## config.mk

```make
export PLATFORM = sky130hd
export DESIGN_NAME = irem_top
export DESIGN_NICKNAME = d
export VERILOG_FILES = /design/src/logic/irem_pkg.sv /design/src/logic/irem_spike_filter.sv /design/src/logic/irem_top.sv
export SDC_FILE = /design/constraint.sdc
export NUM_CORES = 1
export LEC_CHECK = 0
export BUFFER_PORTS_ARGS = -buffer_cell sky130_fd_sc_hd__buf_2
export CAP_MARGIN = 20
export CORE_ASPECT_RATIO = 1.75
export CORE_MARGIN = 2
export CORE_UTILIZATION = 48
export CTS_CLUSTER_DIAMETER = 80
export DETAILED_ROUTE_END_ITERATION = 16
export PLACE_DENSITY = 0.86
export SKIP_CTS_REPAIR_TIMING = 1
export SLEW_MARGIN = 25
export SYNTH_ARGS = -nofsm -noshare
export SYNTH_HDL_FRONTEND = slang
export SYNTH_SLANG_ARGS = --single-unit
export TNS_END_PERCENT = 5
```

## constraint.sdc

```tcl
create_clock -name pclk -period 1.7 [get_ports pclk]
set_input_delay 0.255 -clock pclk [delete_from_list [all_inputs] [get_ports pclk]]
set_output_delay 0.255 -clock pclk [all_outputs]
set_load 0.01 [all_outputs]
```

## src/logic/irem_pkg.sv

```systemverilog
// Constants for the infrared edge interval meter
package irem_pkg;

    // Clock and time base
    localparam int CLK_HZ  = 20_000_000;
    localparam int CLK_NS  = 1_000_000_000 / CLK_HZ;
    localparam int TICK_HZ = 12_500;
    localparam int TICK_DIV = CLK_HZ / TICK_HZ;
    localparam logic [10:0] TICK_LAST = 11'(TICK_DIV - 1);

    // Spike filter minimum high times, least times round up
    localparam int FILT_SHORT_NS = 2_000;
    localparam int FILT_LONG_NS  = 160_000;
    localparam logic [11:0] FILT_SHORT_CYC =
        12'((FILT_SHORT_NS + CLK_NS - 1) / CLK_NS);
    localparam logic [11:0] FILT_LONG_CYC =
        12'((FILT_LONG_NS + CLK_NS - 1) / CLK_NS);

    // Register indices, byte address is four times the index
    localparam logic [7:0] IDX_DATA = 8'h36;
    localparam logic [7:0] IDX_CTRL = 8'h37;
    localparam logic [7:0] IDX_STAT = 8'h38;
    localparam logic [7:0] ADDR_DATA = 8'(4 * IDX_DATA);
    localparam logic [7:0] ADDR_CTRL = 8'(4 * IDX_CTRL);
    localparam logic [7:0] ADDR_STAT = 8'(4 * IDX_STAT);

    // Control fields
    localparam int CTRL_ITE   = 4;
    localparam int CTRL_FILTER_WIDTH_SELECT = 3;
    localparam int CTRL_RISE  = 2;
    localparam int CTRL_FALL  = 1;
    localparam logic [7:0] CTRL_WMASK = 8'h1E;
    localparam logic [7:0] CTRL_RST   = 8'h00;
    localparam logic [7:0] DATA_RST   = 8'h00;

    // Status fields
    localparam int STAT_FLAG = 0;
    localparam int STAT_OVF  = 1;

    // Counter limits
    localparam logic [7:0] CNT_MAX = 8'hFF;
    localparam logic [7:0] CNT_PRE = 8'hFE;

endpackage

```

## src/logic/irem_spike_filter.sv

```systemverilog
// Input synchroniser and high-pulse spike filter
module irem_spike_filter (
    // Clock and reset
    input  wire logic pclk,
    input  wire logic presetn,
    // Pin and width choice
    input  wire logic ir_input,
    input  wire logic long_sel,
    // Filtered level
    output logic      filt
);

    logic        s1_r;
    logic        s2_r;
    logic        filt_r;
    logic        filt_nxt;
    logic [11:0] run_r;
    logic [11:0] run_nxt;
    logic [11:0] limit;

    always_ff @(posedge pclk or negedge presetn) begin
        if (!presetn) begin
            s1_r <= 1'b0;
            s2_r <= 1'b0;
        end else begin
            s1_r <= ir_input;
            s2_r <= s1_r;
        end
    end

    always_comb begin
        limit = long_sel ? irem_pkg::FILT_LONG_CYC
                         : irem_pkg::FILT_SHORT_CYC;
        run_nxt = 12'h000;
        filt_nxt = 1'b0;
        if (s2_r) begin
            // Saturate so a long high level never wraps
            run_nxt = (run_r == 12'hFFF) ? run_r : run_r + 12'h001;
            if (filt_r || run_r >= limit - 12'h001)
                filt_nxt = 1'b1;
        end
        // A low level passes at once, whatever its length
    end

    always_ff @(posedge pclk or negedge presetn) begin
        if (!presetn) begin
            run_r  <= 12'h000;
            filt_r <= 1'b0;
        end else begin
            run_r  <= run_nxt;
            filt_r <= filt_nxt;
        end
    end

    assign filt = filt_r;
endmodule

```

## src/logic/irem_top.sv

```systemverilog
// Infrared edge interval meter with APB register access
module irem_top (
    // Clock and reset
    input  wire logic        pclk,
    input  wire logic        presetn,
    // APB slave
    input  wire logic        psel,
    input  wire logic        penable,
    input  wire logic        pwrite,
    input  wire logic [7:0]  paddr,
    input  wire logic [31:0] pwdata,
    output logic [31:0]      prdata,
    output logic             pready,
    output logic             pslverr,
    // Receiver pin
    input  wire logic        ir_input,
    // Interrupt request
    output logic             irq
);

    function automatic logic hit(input logic [7:0] a,
                                 input logic [7:0] reg_addr);
        hit = (a == reg_addr);
    endfunction

    // Filtered and synchronised input
    logic        filt;
    logic        filt_d_r;

    // Time base and interval counter
    logic [10:0] div_r;
    logic [10:0] div_nxt;
    logic        tick;
    logic [7:0]  cnt_r;
    logic [7:0]  cnt_nxt;

    // Registers and flags
    logic [7:0]  data_r;
    logic [7:0]  data_nxt;
    logic [7:0]  ctrl_r;
    logic [7:0]  ctrl_nxt;
    logic        flag_r;
    logic        flag_nxt;
    logic        ovf_r;
    logic        ovf_nxt;
    logic        irq_r;
    logic        irq_nxt;

    // Bus answer
    logic        pready_r;
    logic        pready_nxt;
    logic [31:0] prdata_r;
    logic [31:0] prdata_nxt;
    logic        pslverr_r;
    logic        pslverr_nxt;

    // Event terms
    logic        acc;
    logic        mapped;
    logic        wr_data;
    logic        wr_ctrl;
    logic        rise;
    logic        fall;
    logic        sel_edge;
    logic        edge_hit;
    logic        sat_hit;

    irem_spike_filter u_filter (
        .pclk     (pclk),
        .presetn  (presetn),
        .ir_input (ir_input),
        .long_sel (ctrl_r[irem_pkg::CTRL_FILTER_WIDTH_SELECT]),
        .filt     (filt)
    );

    // Edge detection on the clean level
    always_ff @(posedge pclk or negedge presetn) begin
        if (!presetn)
            filt_d_r <= 1'b0;
        else
            filt_d_r <= filt;
    end

    always_comb begin
        rise = filt & ~filt_d_r;
        fall = ~filt & filt_d_r;
        sel_edge = (rise & ctrl_r[irem_pkg::CTRL_RISE])
                 | (fall & ctrl_r[irem_pkg::CTRL_FALL]);
    end

    // Bus decode; writes take effect on the edge that samples pready
    always_comb begin
        acc = psel & penable & pready_r;
        mapped = hit(paddr, irem_pkg::ADDR_DATA)
               | hit(paddr, irem_pkg::ADDR_CTRL)
               | hit(paddr, irem_pkg::ADDR_STAT);
        wr_data = acc & pwrite & hit(paddr, irem_pkg::ADDR_DATA);
        wr_ctrl = acc & pwrite & hit(paddr, irem_pkg::ADDR_CTRL);
    end

    // Time base: free running divider
    always_comb begin
        tick = (div_r == irem_pkg::TICK_LAST);
        div_nxt = tick ? 11'h000 : div_r + 11'h001;
    end

    // Measurement: edges are ignored while overflow is pending
    always_comb begin
        edge_hit = sel_edge & ~ovf_r;
        sat_hit = tick & ~ovf_r & ~edge_hit
                & (cnt_r == irem_pkg::CNT_PRE);
        cnt_nxt = cnt_r;
        data_nxt = data_r;
        flag_nxt = flag_r;
        ovf_nxt = ovf_r;
        // Software write stores a value and clears both flags
        if (wr_data) begin
            data_nxt = pwdata[7:0];
            flag_nxt = 1'b0;
            ovf_nxt = 1'b0;
            if (ovf_r)
                cnt_nxt = 8'h00;
        end
        // Hardware events win over a clear in the same cycle
        if (edge_hit) begin
            data_nxt = cnt_r;
            flag_nxt = 1'b1;
            cnt_nxt = 8'h00;
        end else if (sat_hit) begin
            cnt_nxt = irem_pkg::CNT_MAX;
            data_nxt = irem_pkg::CNT_MAX;
            flag_nxt = 1'b1;
            ovf_nxt = 1'b1;
        end else if (tick && !ovf_r && !(wr_data && ovf_r)) begin
            cnt_nxt = cnt_r + 8'h01;
        end
        if (ovf_r && !wr_data)
            data_nxt = data_r;
    end

    // Control register: reserved bits forced low
    always_comb begin
        ctrl_nxt = ctrl_r;
        if (wr_ctrl)
            ctrl_nxt = pwdata[7:0] & irem_pkg::CTRL_WMASK;
        irq_nxt = flag_nxt & ctrl_nxt[irem_pkg::CTRL_ITE];
    end

    // APB answer one cycle into the access phase
    always_comb begin
        pready_nxt = psel & penable & ~pready_r;
        prdata_nxt = 32'h0000_0000;
        pslverr_nxt = 1'b0;
        if (pready_nxt) begin
            pslverr_nxt = ~mapped;
            if (!pwrite) begin
                if (hit(paddr, irem_pkg::ADDR_DATA))
                    prdata_nxt = {24'h00_0000, data_r};
                else if (hit(paddr, irem_pkg::ADDR_CTRL))
                    prdata_nxt = {24'h00_0000, ctrl_r};
                else if (hit(paddr, irem_pkg::ADDR_STAT))
                    prdata_nxt = {30'h0, ovf_r, flag_r};
            end
        end
    end

    always_ff @(posedge pclk or negedge presetn) begin
        if (!presetn) begin
            div_r     <= 11'h000;
            cnt_r     <= 8'h00;
            data_r    <= irem_pkg::DATA_RST;
            ctrl_r    <= irem_pkg::CTRL_RST;
            flag_r    <= 1'b0;
            ovf_r     <= 1'b0;
            irq_r     <= 1'b0;
            pready_r  <= 1'b0;
            prdata_r  <= 32'h0000_0000;
            pslverr_r <= 1'b0;
        end else begin
            div_r     <= div_nxt;
            cnt_r     <= cnt_nxt;
            data_r    <= data_nxt;
            ctrl_r    <= ctrl_nxt;
            flag_r    <= flag_nxt;
            ovf_r     <= ovf_nxt;
            irq_r     <= irq_nxt;
            pready_r  <= pready_nxt;
            prdata_r  <= prdata_nxt;
            pslverr_r <= pslverr_nxt;
        end
    end

    assign prdata  = prdata_r;
    assign pready  = pready_r;
    assign pslverr = pslverr_r;
    assign irq     = irq_r;
endmodule

```

Word level (Yosys, flattened, before mapping)

Index checks and enable logic that the tools add are counted.

Bits in registers: 84
Output and inout bits: 35
Word-level logic and storage cells: 93
Input bits: 46

Add/subtract/negate cells: 4
Reductions and logical operators: 13
Eq/ne operators: 7
Bitwise logic cells: 25
Order comparisons: 1
Multiplexer cells: 27

Operators by type and width:

| cell                                                                  | number |
|---|---|
| 8-bit 2-to-1 mux                                                      | 10 |
| 12-bit 2-to-1 mux                                                     | 3 |
| 8-bit == test (second input constant)                                 | 4 |
| 32-bit 2-to-1 mux                                                     | 1 |
| 1-bit AND                                                             | 15 |
| 12-bit by 1-bit adder with 12-bit output (second input constant)      | 1 |
| 12-bit == test (second input constant)                                | 1 |
| 12-bit >= comparator                                                  | 1 |
| 12-bit by 1-bit subtractor with 12-bit output (second input constant) | 1 |
| 11-bit by 1-bit adder with 11-bit output (second input constant)      | 1 |
| 11-bit == test (second input constant)                                | 1 |
| 11-bit 2-to-1 mux                                                     | 1 |
| 5-bit 2-to-1 mux                                                      | 2 |
| 1-bit 2-to-1 mux                                                      | 9 |
| 8-bit by 1-bit adder with 8-bit output (second input constant)        | 1 |
| 4-bit nonzero test                                                    | 2 |
| 1-bit inverter                                                        | 7 |
| 1-bit logical AND                                                     | 4 |
| 2-bit AND reduction                                                   | 2 |
| 1-bit logical NOT                                                     | 3 |
| 1-bit bitwise OR                                                      | 3 |
| 3-bit nonzero test                                                    | 1 |
| 2-bit 2-to-1 mux                                                      | 1 |
| 2-bit != test (second input constant)                                 | 1 |
| 1-bit logical OR                                                      | 1 |

Longest topological paths before layout

Gate-level depths: netlist (run 1).

Depth after elaboration: 11
Gate-level depth with buffers: 8
Depth with buffers taken out: 6

Cells and area by module

From an unflattened synthesis (run 1), not the netlist that was laid out.

Cell total of the unflattened synthesis: 321
Area total of the unflattened synthesis: 3230.6 sq um

Modules (own cells, without submodules):

| module            | sequential area each (sq um) | area each (sq um) | instances | cells each |
|---|---|---|---|---|
| irem_top          | 1126.1                       | 2397.3            | 1         | 237 |
| irem_spike_filter | 375.4                        | 833.3             | 1         | 84 |

Worst setup path before layout (run 1)

OpenSTA, ideal clock, no wires.

Path kind: flip-flop to flip-flop
Start: register div_r[0]
End: register data_r[0]
Slack: -0.115 ns
Clock period less this slack: 1.815 ns
Path buffers: 1
Cell stages (with the launch flop): 7
Data required time: 1.623 ns
Library setup time: 0.077 ns
Data arrival time: 1.738 ns
Cell sequence: dfrtp_1 > ha_1 > nand2_1 > or4_4 > o31a_1 > buf_6 > a21oi_1

Word-level cells in the longest chain between the ends: 6
Elaborated cells on any way between the ends: 8
Those cells by class: eq/ne: 1; mux: 2; bitwise: 3; reduce/logical: 2

Ends and longest elaborated chain:

| item                                                                     | line            | source |
|---|---|---|
| from (decl)                                                              | irem_top.sv:31  | `logic [10:0] div_r;` |
| from (signal assigned)                                                   | irem_top.sv:180 | `div_r <= div_nxt;` |
| 11-bit == test *                                                         | irem_top.sv:103 | `tick = (div_r == irem_pkg::TICK_LAST);` |
| 1-bit AND * (2 in a row)                                                 | irem_top.sv:110 | `sat_hit = tick & ~ovf_r & ~edge_hit` |
| 1-bit AND *                                                              | irem_top.sv:111 | `& (cnt_r == irem_pkg::CNT_PRE);` |
| 3-bit nonzero test (no source line) or 8-bit 2-to-1 mux (tied branches)  | n/a             |  |
| 2-bit AND reduction (no source line) or 8-bit 2-to-1 mux (tied branches) | n/a             |  |
| to (signal assigned)                                                     | irem_top.sv:171 | `data_r <= irem_pkg::DATA_RST;` |
| to (signal assigned)                                                     | irem_top.sv:182 | `data_r <= data_nxt;` |
| to (decl)                                                                | irem_top.sv:38  | `logic [7:0] data_r;` |

Mark *: on every way between the ends. The rest lies on a longest branch, timed or not.
A chain may end at the register's enable or synchronous reset.

Worst setup path after layout (run 1)

Start: register div_r[0]
End: register data_r[5]

Same word-level chain as after synthesis.

==> key figures, run 1 <==
Synthesis
  • Synth area leaders: dfrtp_1, buf_4, mux2i_1
  • Post-synth top flop: dfrtp_1
  • Post-synth EDFFs: 0
  • Syn_area_per_cell: 10.1 µm²
  • Synth cell types: 54
  • Async SR Flop Fraction: 1.00
  • Mapped Area: 0.00318 mm²
  • Syn. warnings: 0
  • Yosys reg bits: 60
  • Share of the synthesized area in the top cell type: 0.472
  • Mapped Cells: 314
  • Seq/Total Area, Yosys: 0.472
  • Synth area leader: dfrtp_1

Routing
  • Residual DRC: 0
  • Via count: 2,627
  • TritonRoute pass-1 iters: 4
  • WL final: 7050 µm
  • Average routed wire per standard cell: 15.1 µm
  • Routed Antenna Nets: 0
  • Initial DRC count: 237
  • Drt via density: 5.64

Critical path
  • Worst reg2reg path depth: 5
  • Worst path depth: 5
  • Critical path startpoint category: flop
  • CP cell instances: ha_2, nand2_2, or4_4, o31a_4, a21oi_1
  • Critical path endpoint: data_r[5]$_DFFE_PN0P_
  • CP top delay family: simple AND/OR/NAND/NOR gates
  • Endpoint type of the worst setup path: flop
  • WP buf/inv: 0
  • CP peak stage delay: 0.53 ns
  • Reg2reg setup slack: -0.02 ns
  • Critical Path AT: 1.97 ns
  • CP Launch Point: div_r[0]$_DFF_PN0_
  • RR Startpoint: div_r[0]$_DFF_PN0_
  • CP Max Fanout: 10
  • Worst r2r dst: data_r[5]$_DFFE_PN0P_
  • Kind of critical path: flop to flop
  • WP data required: 1.95 ns
  • Slowest cell on the critical path: or4_4

Die
  • Ports: 81
  • Die Width: 65.5 µm
  • Die height: 112 µm
  • Core ar.: 0.00649 mm²
  • Starting density of the core: 0.490
  • Row count: 39
  • Die area: 0.00732 mm²

Power
  • Max VDD drop: 0.431 mV
  • Total chip power: 0.00341 W
  • Cell Pwr Density: 867 mW/mm²
  • Leak Pwr: 1.85 nW

Global routing
  • Largest net degree at the start of global routing: 23
  • All-Layer GR Usage: 0.205
  • Total global routing overflow: 0
  • Vias in the first global route: 2,669
  • Initial antenna violation count: 0
  • First-pass GRT wire length: 11,500 µm

CTS
  • Sink Count: 60
  • CTS Root Cell: clkbuf_16
  • Clk buf depth: 2
  • H-tree Lvls: 3
  • Clk slew on worst S/H paths: 0.05 ns
  • Clock latency on the worst-skew pair: 0.33 ns
  • TritonCTS clock tree: built
  • Num CTS Buffers: 9

Layout
  • Area Overhead vs Synth: 23.5%
  • Fin nets: 434
  • Final core utilization: 0.605
  • Share of layout cells above drive strength 1: 0.279
  • Diodes inserted: 0

Timing
  • F_max: 581 MHz
  • Rel. slew slack: 0.661
  • Max-slew violations: 0
  • Final min period: 1.72 ns
  • Final period util: 1.01
  • Fin worst setup slack: -0.0207 ns
  • Final Setup Violations: 5
  • Worst hold slack: 0.0339 ns
  • RSZ-0062 raised after global routing: true
  • Fin. Hold Viols: 0
  • Sum Neg Setup Slack: -0.0427 ns
  • Tightest Pin Transition: 0.508 ns
  • Skew final: 0.00925 ns

Placed design
  • GPL Wtd Cong: 0.868
  • Final HPWL DP: 5130 µm
  • # port buffers: 32

Job
  • Maxcap violations: 0

Outcome
  • Outcome: complete, but fails checks
  • Failing checks: setup timing

Min path
  • Min-Delay Path Class: primary input to flop
[final cells by class]
| class | instances | area [µm²] |
|---|---|---|
| clock buffer | 15 | 278 |
| clock inverter | 1 | 5.00 |
| fill | 516 | 2560 |
| inverter | 9 | 33.8 |
| multi-input combinational | 231 | 1550 |
| sequential | 60 | 1500 |
| tap | 82 | 103 |
| timing repair buffer | 68 | 458 |
[synthesized netlist by cell type, types with 5 or more instances]
cell type,instances
nand4_1,5
a31oi_1,8
nor3b_1,6
clkbuf_1,11
nor2_1,30
a21oi_1,19
inv_1,9
dfrtp_1,60
and3_1,6
xor2_1,5
nand2_1,22
mux2i_1,14
buf_4,24
o21ai_0,7
nand3_1,13
ha_1,9
xnor2_1,5
[metal layers]
| metal | up-vias | part of all wire | wire (µm) | global-route usage |
|---|---|---|---|---|
| li1 | 1218 | - | - | - |
| met1 | 1256 | 0.35 | 2470 | 0.186 |
| met2 | 116 | 0.55 | 3900 | 0.378 |
| met3 | 37 | 0.052 | 368 | 0.0626 |
| met4 | 0 | 0.044 | 313 | 0.131 |
| met5 | - | 0 | 0 | 0 |
[worst min path at each step]
stage                         from                       to  slack (ns)  depth (start not counted)
final                     ir_input  u_filter.s1_r$_DFF_PN0_        0.03                          1
after global routing      ir_input  u_filter.s1_r$_DFF_PN0_        0.02                          1
after CTS                  presetn       div_r[1]$_DFF_PN0_       -0.10                          1
after detailed placement   presetn       div_r[2]$_DFF_PN0_        0.25                          1
after global placement     presetn       div_r[4]$_DFF_PN0_        0.24                          1
after floorplan            presetn     cnt_r[0]$_DFFE_PN0P_       -0.04                          0
[layout by cell type (no fill, tap or decap), drive strengths merged, types with 3 or more instances in the layout]
cell	instances
o21ai	7
a31o	3
mux2i	14
buf	67
a41o	3
nand3	14
xnor2	5
nor3	3
nor4	5
nor3b	6
xor2	5
dfrtp	60
nand4	5
inv	9
clkbuf	15
ha	9
a41oi	3
nor2	30
mux2	4
and3	6
conb	24
o41ai	3
and4	3
nand2	22
a31oi	8
a21oi	19
[where the power goes]
group	switching, W	total [W]	internal (W)	leakage, nW
clock network	0.000585	0.00169	0.00110	0.140
registers	0.0000363	0.00150	0.00147	0.736
logic	0.000130	0.000219	0.0000884	0.976
[flip-flops by register name, indices dropped and copies added, names as in the netlist]
register / count
u_filter.s2_r: 1
pslverr: 1
ctrl_r: 4
irq: 1
u_filter.filt: 1
div_r: 11
ovf_r: 1
filt_d_r: 1
data_r: 8
u_filter.s1_r: 1
prdata: 8
cnt_r: 8
u_filter.run_r: 12
flag_r: 1
pready: 1
[stage by stage]
step | instance area, µm² | setup WS [ns] | std cells
2_1_floorplan | 3280 | -0.0249 | 337
3_3_place_gp | 3590 | -0.0354 | 449
3_5_place_dp | 3590 | -0.0879 | 449
5_1_grt | 3930 | -0.119 | 466
4_1_cts | 3870 | -0.118 | 465
6_report | 3930 | -0.0207 | 466
[cell families (layout without fill, tap and decap cells)]
family / Yosys count / count (layout) / share of synthesized area
other cells: 1 / 24 / 0.00118
buf+inv: 46 / 93 / 0.0854
xor+xnor: 10 / 10 / 0.0275
fa+ha+maj: 9 / 9 / 0.0354
compound gates: 62 / 62 / 0.133
flops: 60 / 60 / 0.472
mux: 18 / 18 / 0.0582
simple gates: 108 / 108 / 0.187
Note: power is estimated with default switching activity, not from simulation.
==> run 2, diff against run 1 <==
--- a/config.mk
+++ b/config.mk
@@ -8,7 +8,6 @@
 export BUFFER_PORTS_ARGS = -buffer_cell sky130_fd_sc_hd__buf_2
 export CAP_MARGIN = 20
 export CORE_ASPECT_RATIO = 1.75
-export CORE_MARGIN = 2
 export CORE_UTILIZATION = 48
 export CTS_CLUSTER_DIAMETER = 80
 export DETAILED_ROUTE_END_ITERATION = 16
==> key figures, run 2 (synthesis gave the netlist of run 1 again) <==
Outcome
  • Outcome: complete, but fails checks (unchanged)
  • Failing checks: setup timing (unchanged)

Layout
  • Commonest non-fill, non-tap cell in the layout: dfrtp_1 (unchanged)
  • Diodes inserted: 0 (unchanged)
  • Final core utilization: 0.597 (was 0.605)
  • Fillers: 539 (was 516)
  • Largest register FFs: 12 (unchanged)
  • Most flops, register: u_filter.run_r (unchanged)
  • Multi-input gate area: 0.00153 mm² (was 0.00155 mm²)
  • Top Registers: u_filter.run_r: 12 flops, div_r: 11 flops (unchanged)
  • Fin nets: 433 (was 434)
  • Area Overhead vs Synth: 17.9% (was 23.5%)
  • Share of layout cells above drive strength 1: 0.259 (was 0.279)
  • Most frequent cells in the layout: dfrtp_1, buf_4, buf_2 (unchanged)
  • Post-route cell area: 0.00375 mm² (was 0.00393 mm²)
  • FF/Latch Area: 0.00150 mm² (unchanged)

Power
  • Leak Pwr: 1.78 nW (was 1.85 nW)
  • Cell Pwr Density: 725 mW/mm² (was 867 mW/mm²)
  • Max VDD drop: 0.395 mV (was 0.431 mV)

Die
  • Ports: 81 (unchanged)
  • Die Width: 63.5 µm (was 65.5 µm)
  • Core ar.: 0.00628 mm² (was 0.00649 mm²)
  • Starting density of the core: 0.507 (was 0.490)
  • Row count: 38 (was 39)
  • Die height: 110 µm (was 112 µm)
  • Die area: 0.00697 mm² (was 0.00732 mm²)

Critical path
  • CP top delay family: simple AND/OR/NAND/NOR gates (unchanged)
  • WP buf/inv: 0 (unchanged)
  • CP peak stage delay: 0.53 ns (about the same)
  • Slowest cell on the critical path: or4_4 (unchanged)
  • WP data required: 1.96 ns (was 1.95 ns)
  • Reg2reg setup slack: -0.02 ns (about the same)
  • Critical Path AT: 1.97 ns (about the same)
  • Kind of critical path: flop to flop (unchanged)
  • Worst r2r dst: data_r[6]$_DFFE_PN0P_ (was data_r[5]$_DFFE_PN0P_)
  • Worst reg2reg path depth: 5 (unchanged)
  • CP Max Fanout: 10 (unchanged)
  • CP cell instances: ha_2, nand2_2, or4_4, o31a_4, a21oi_1 (unchanged)
  • Endpoint type of the worst setup path: flop (unchanged)
  • CP Launch Point: div_r[1]$_DFF_PN0_ (was div_r[0]$_DFF_PN0_)
  • RR Startpoint: div_r[1]$_DFF_PN0_ (was div_r[0]$_DFF_PN0_)
  • Critical path startpoint category: flop (unchanged)

Global routing
  • First-pass GRT wire length: 11,400 µm (was 11,500 µm)
  • Initial antenna violation count: 0 (unchanged)
  • Vias in the first global route: 2,642 (was 2,669)
  • All-Layer GR Usage: 0.215 (was 0.205)
  • Total global routing overflow: 0 (unchanged)
  • Largest net degree at the start of global routing: 61 (was 23)

CTS
  • Num CTS Buffers: 9 (unchanged)
  • TritonCTS clock tree: built (unchanged)
  • CTS Root Cell: clkbuf_8 (was clkbuf_16)
  • Clk slew on worst S/H paths: 0.07 ns (was 0.05 ns)
  • Sink Count: 60 (unchanged)
  • H-tree Lvls: 3 (unchanged)
  • Clock latency on the worst-skew pair: 0.34 ns (was 0.33 ns)
  • Clk buf depth: 2 (unchanged)

Routing
  • Residual DRC: 0 (unchanged)
  • Routed Antenna Nets: 0 (unchanged)
  • Drt via density: 5.59 (was 5.64)
  • Average routed wire per standard cell: 14.4 µm (was 15.1 µm)
  • Via count: 2,583 (was 2,627)
  • WL final: 6660 µm (was 7050 µm)
  • Initial DRC count: 199 (was 237)
  • TritonRoute pass-1 iters: 4 (unchanged)

Timing
  • Final Setup Violations: 4 (was 5)
  • Skew final: 0.00790 ns (was 0.00925 ns)
  • Final period util: 1.01 (about the same)
  • Worst hold slack: 0.0248 ns (was 0.0339 ns)
  • Sum Neg Setup Slack: -0.0275 ns (was -0.0427 ns)
  • RSZ-0062 raised after global routing: true (unchanged)
  • Final min period: 1.72 ns (about the same)
  • Max-slew violations: 0 (unchanged)
  • Fin. Hold Viols: 0 (unchanged)
  • F_max: 583 MHz (was 581 MHz)
  • Fin worst setup slack: -0.0151 ns (was -0.0207 ns)

Min path
  • Hold_sp: ir_input (unchanged)
  • Worst Hold Depth: 1 (unchanged)
  • Worst Hold Endpoint: u_filter.s1_r$_DFF_PN0_ (unchanged)
  • Min-Delay Path Class: primary input to flop (unchanged)

Job
  • Maxcap violations: 0 (unchanged)

Placed design
  • Final HPWL DP: 4810 µm (was 5130 µm)
  • GPL Wtd Cong: 0.902 (was 0.868)
  • # port buffers: 32 (unchanged)
  • Pre-CTS setup slack: -0.0630 ns (was -0.0879 ns)
  • Placement Cell Area: 0.00357 mm² (was 0.00359 mm²)
run 2: report_power, final:
group	total, W	switching, W	internal [W]
sequential	0.00150	0.0000376	0.00146
combinational	0.000198	0.000120	0.0000781
clock	0.00102	0.000506	0.000513
run 2: metal layers:
layer	GRT usage	up-vias	wire length (µm)
li1	-	1220	-
met1	0.224	1271	2460
met5	0	-	0
met4	0.128	0	138
met2	0.391	77	3780
met3	0.0467	15	273
run 2: layout make-up:
cell class	count	share of cell area
clock buffer	12	0.0360
clock inverter	3	0.00401
inverter	9	0.00901
multi-input combinational	231	0.407
sequential	60	0.401
tap	80	0.0267
timing repair buffer	67	0.117
run 2: worst max-delay path by stage:
| stage | cells after the start | to | slack (ns) |
|---|---|---|---|
| finish | 5 | data_r[6]$_DFFE_PN0P_ | -0.02 |
| CTS | 5 | data_r[6]$_DFFE_PN0P_ | -0.09 |
| detailed placement | 5 | data_r[0]$_DFFE_PN0P_ | -0.06 |
| floorplan | 6 | data_r[0]$_DFFE_PN0P_ | -0.02 |
| global placement | 5 | irq$_DFF_PN0_ | -0.02 |
| global route | 5 | data_r[0]$_DFFE_PN0P_ | -0.13 |
run 2: worst reg2reg max path: cells and delay by family (launching register included):
family	cells	cell delay (ns)
AND/OR/NAND/NOR	2	0.58
flip-flops	1	0.36
AO/OA/AOI/OAI	2	0.50
adder cells (fa/ha/maj)	1	0.19
run 2: through the flow:
stage | power [W] | instances
finish | 0.00272 | 462
global route | 0.00283 | 462
CTS | 0.00274 | 461
detailed placement | 0.00172 | 446
global placement | 0.00171 | 446
floorplan | 0.00165 | 337
==> run 3, diff against run 2 <==
--- a/config.mk
+++ b/config.mk
@@ -8,10 +8,10 @@
 export BUFFER_PORTS_ARGS = -buffer_cell sky130_fd_sc_hd__buf_2
 export CAP_MARGIN = 20
 export CORE_ASPECT_RATIO = 1.75
-export CORE_UTILIZATION = 48
+export CORE_UTILIZATION = 40
 export CTS_CLUSTER_DIAMETER = 80
 export DETAILED_ROUTE_END_ITERATION = 16
-export PLACE_DENSITY = 0.86
+export PLACE_DENSITY = 0.75
 export SKIP_CTS_REPAIR_TIMING = 1
 export SLEW_MARGIN = 25
 export SYNTH_ARGS = -nofsm -noshare
==> key figures, run 3 (synthesis gave the netlist of run 1 again) <==
Timing
  • Fin. Hold Viols: 0 (unchanged)
  • RSZ-0062 raised after global routing: true (unchanged)
  • Tightest Pin Transition: 0.619 ns
  • Worst hold slack: 0.0456 ns (was 0.0248 ns)
  • Skew final: 0.00553 ns (was 0.00790 ns)
  • Final Setup Violations: 11 (was 4)
  • Final min period: 1.79 ns (was 1.72 ns)
  • F_max: 557 MHz (was 583 MHz)
  • Fin worst setup slack: -0.0940 ns (was -0.0151 ns)
  • Final period util: 1.06 (was 1.01)
  • Max-slew violations: 0 (unchanged)
  • Rel. slew slack: 0.588

Critical path
  • WP data required: 1.95 ns (was 1.96 ns)
  • Endpoint type of the worst setup path: flop (unchanged)
  • Kind of critical path: flop to flop (unchanged)
  • CP cell instances: ha_4, nand2_2, or4_4, o31a_1, a21oi_1 (was ha_2, nand2_2, or4_4, o31a_4, a21oi_1)
  • CP Max Fanout: 5 (was 10)
  • Critical Path AT: 2.04 ns (was 1.97 ns)
  • Critical path startpoint category: flop (unchanged)
  • CP peak stage delay: 0.53 ns (about the same)
  • Slowest cell on the critical path: or4_4 (unchanged)

Routing
  • TritonRoute pass-1 iters: 4 (unchanged)
  • DR top layer: met4 (unchanged)
  • WL met1: 2490 µm (was 2460 µm)
  • Residual DRC: 0 (unchanged)
  • Drt via density: 5.48 (was 5.59)
  • WL final: 6690 µm (was 6660 µm)
  • Routed Antenna Nets: 0 (unchanged)
  • Via count: 2,604 (was 2,583)
  • Average routed wire per standard cell: 14.1 µm (was 14.4 µm)
  • Metal3 WL: 311 µm (was 273 µm)
  • Initial DRC count: 122 (was 199)
  • Routed length on met2: 3640 µm (was 3780 µm)

Die
  • Row count: 42 (was 38)
  • Core ar.: 0.00762 mm² (was 0.00628 mm²)
  • Die height: 120 µm (was 110 µm)
  • Ports: 81 (unchanged)
  • Starting density of the core: 0.417 (was 0.507)
  • Die Width: 69.4 µm (was 63.5 µm)
  • Die area: 0.00832 mm² (was 0.00697 mm²)

Global routing
  • All-Layer GR Usage: 0.171 (was 0.215)
  • Largest net degree at the start of global routing: 30 (was 61)
  • Total global routing overflow: 0 (unchanged)
  • Vias in the first global route: 2,613 (was 2,642)
  • Initial antenna violation count: 0 (unchanged)
  • First-pass GRT wire length: 11,300 µm (was 11,400 µm)

Power
  • Cell Pwr Density: 840 mW/mm² (was 725 mW/mm²)
  • Leak Pwr: 1.83 nW (was 1.78 nW)
  • Total chip power: 0.00331 W (was 0.00272 W)
  • Max VDD drop: 0.650 mV (was 0.395 mV)

Layout
  • Diodes inserted: 0 (unchanged)
  • Most flops, register: u_filter.run_r (unchanged)
  • Share of layout cells above drive strength 1: 0.282 (was 0.259)
  • Area Overhead vs Synth: 24.0% (was 17.9%)
  • Largest register FFs: 12 (unchanged)
  • Fin nets: 437 (was 433)
  • Final cell count without fillers: 475 (was 462)
  • Commonest non-fill, non-tap cell in the layout: dfrtp_1 (unchanged)
  • Most frequent cells in the layout: dfrtp_1, buf_4, buf_2 (unchanged)
  • Top Registers: u_filter.run_r: 12 flops, div_r: 11 flops (unchanged)

Placed design
  • Final HPWL DP: 4980 µm (was 4810 µm)
  • # port buffers: 32 (unchanged)
  • GPL Wtd Cong: 0.862 (was 0.902)
  • Inst Count DP: 457 (was 446)
  • Pre-CTS setup slack: -0.0956 ns (was -0.0630 ns)

Min path
  • Min-Delay Path Class: primary input to flop (unchanged)

Outcome
  • Failing checks: setup timing (unchanged)
  • Outcome: complete, but fails checks (unchanged)

CTS
  • Clock latency on the worst-skew pair: 0.32 ns (was 0.34 ns)
  • Sink Count: 60 (unchanged)
  • CTS Root Cell: clkbuf_16 (was clkbuf_8)
  • Num CTS Buffers: 9 (unchanged)
  • H-tree Lvls: 3 (unchanged)
  • TritonCTS clock tree: built (unchanged)
  • Clk slew on worst S/H paths: 0.05 ns (was 0.07 ns)
  • Clk buf depth: 2 (unchanged)

Job
  • Maxcap violations: 0 (unchanged)
-- run 3: cell count changes in the layout (fill, tap and decap cells not counted), moves of 2 or more --
| cell | previous run | this run |
|---|---|---|
| a21oi_1 | 19 | 15 |
| a21oi_2 | 0 | 4 |
| buf_4 | 33 | 35 |
| clkbuf_1 | 3 | 1 |
| clkbuf_16 | 0 | 9 |
| clkbuf_8 | 9 | 1 |
| o31a_1 | 0 | 2 |
-- run 3: where the power goes --
part | internal [W] | switching (W)
Clock | 0.00101 | 0.000591
Combinational | 0.0000838 | 0.000128
Sequential | 0.00146 | 0.0000324
Total | 0.00256 | 0.000751
-- run 3: worst paths after layout --
kind / cells after the start / start / slack (ns) / end
hold / removal: 1 / ir_input / 0.05 / u_filter.s1_r$_DFF_PN0_
min in group asynchronous: 2 / presetn / 0.48 / prdata[6]$_DFF_PN0_
hold reg to reg: 0 / u_filter.s1_r$_DFF_PN0_ / 0.36 / u_filter.s2_r$_DFF_PN0_
setup reg to reg: 5 / div_r[0]$_DFF_PN0_ / -0.09 / data_r[3]$_DFFE_PN0P_
max in group asynchronous: 3 / presetn / 0.65 / u_filter.run_r[0]$_DFFE_PN0P_
setup / recovery: 5 / div_r[0]$_DFF_PN0_ / -0.09 / data_r[3]$_DFFE_PN0P_
-- run 3: final cells by class --
type / count / area (µm²)
clock buffer: 11 / 243
fill: 685 / 3680
sequential: 60 / 1500
tap: 88 / 110
timing repair buffer: 70 / 464
inverter: 9 / 33.8
multi-input combinational: 232 / 1560
clock inverter: 5 / 27.5
-- run 3: critical path, delay by kind of cell, from the launching register on --
kind | cells | cell delay [ns]
AO/OA/AOI/OAI | 2 | 0.59
AND/OR/NAND/NOR | 2 | 0.58
flip-flops | 1 | 0.39
adder cells (fa/ha/maj) | 1 | 0.16
-- run 3: per-stage QoR --
stage	TNS (ns)	util	instance area, µm²
global route	-1.23	0.517	3940
detailed placement	-0.853	0.473	3600
global placement	-0.246	0.473	3600
CTS	-0.968	0.508	3870
finish	-0.472	0.517	3940
floorplan	-0.232	-	3280
-- run 3: routing by layer --
metal | vias up | track usage
met4 | 0 | 0.111
met5 | - | 0
met1 | 1250 | 0.171
met2 | 93 | 0.310
li1 | 1235 | -
met3 | 26 | 0.0411
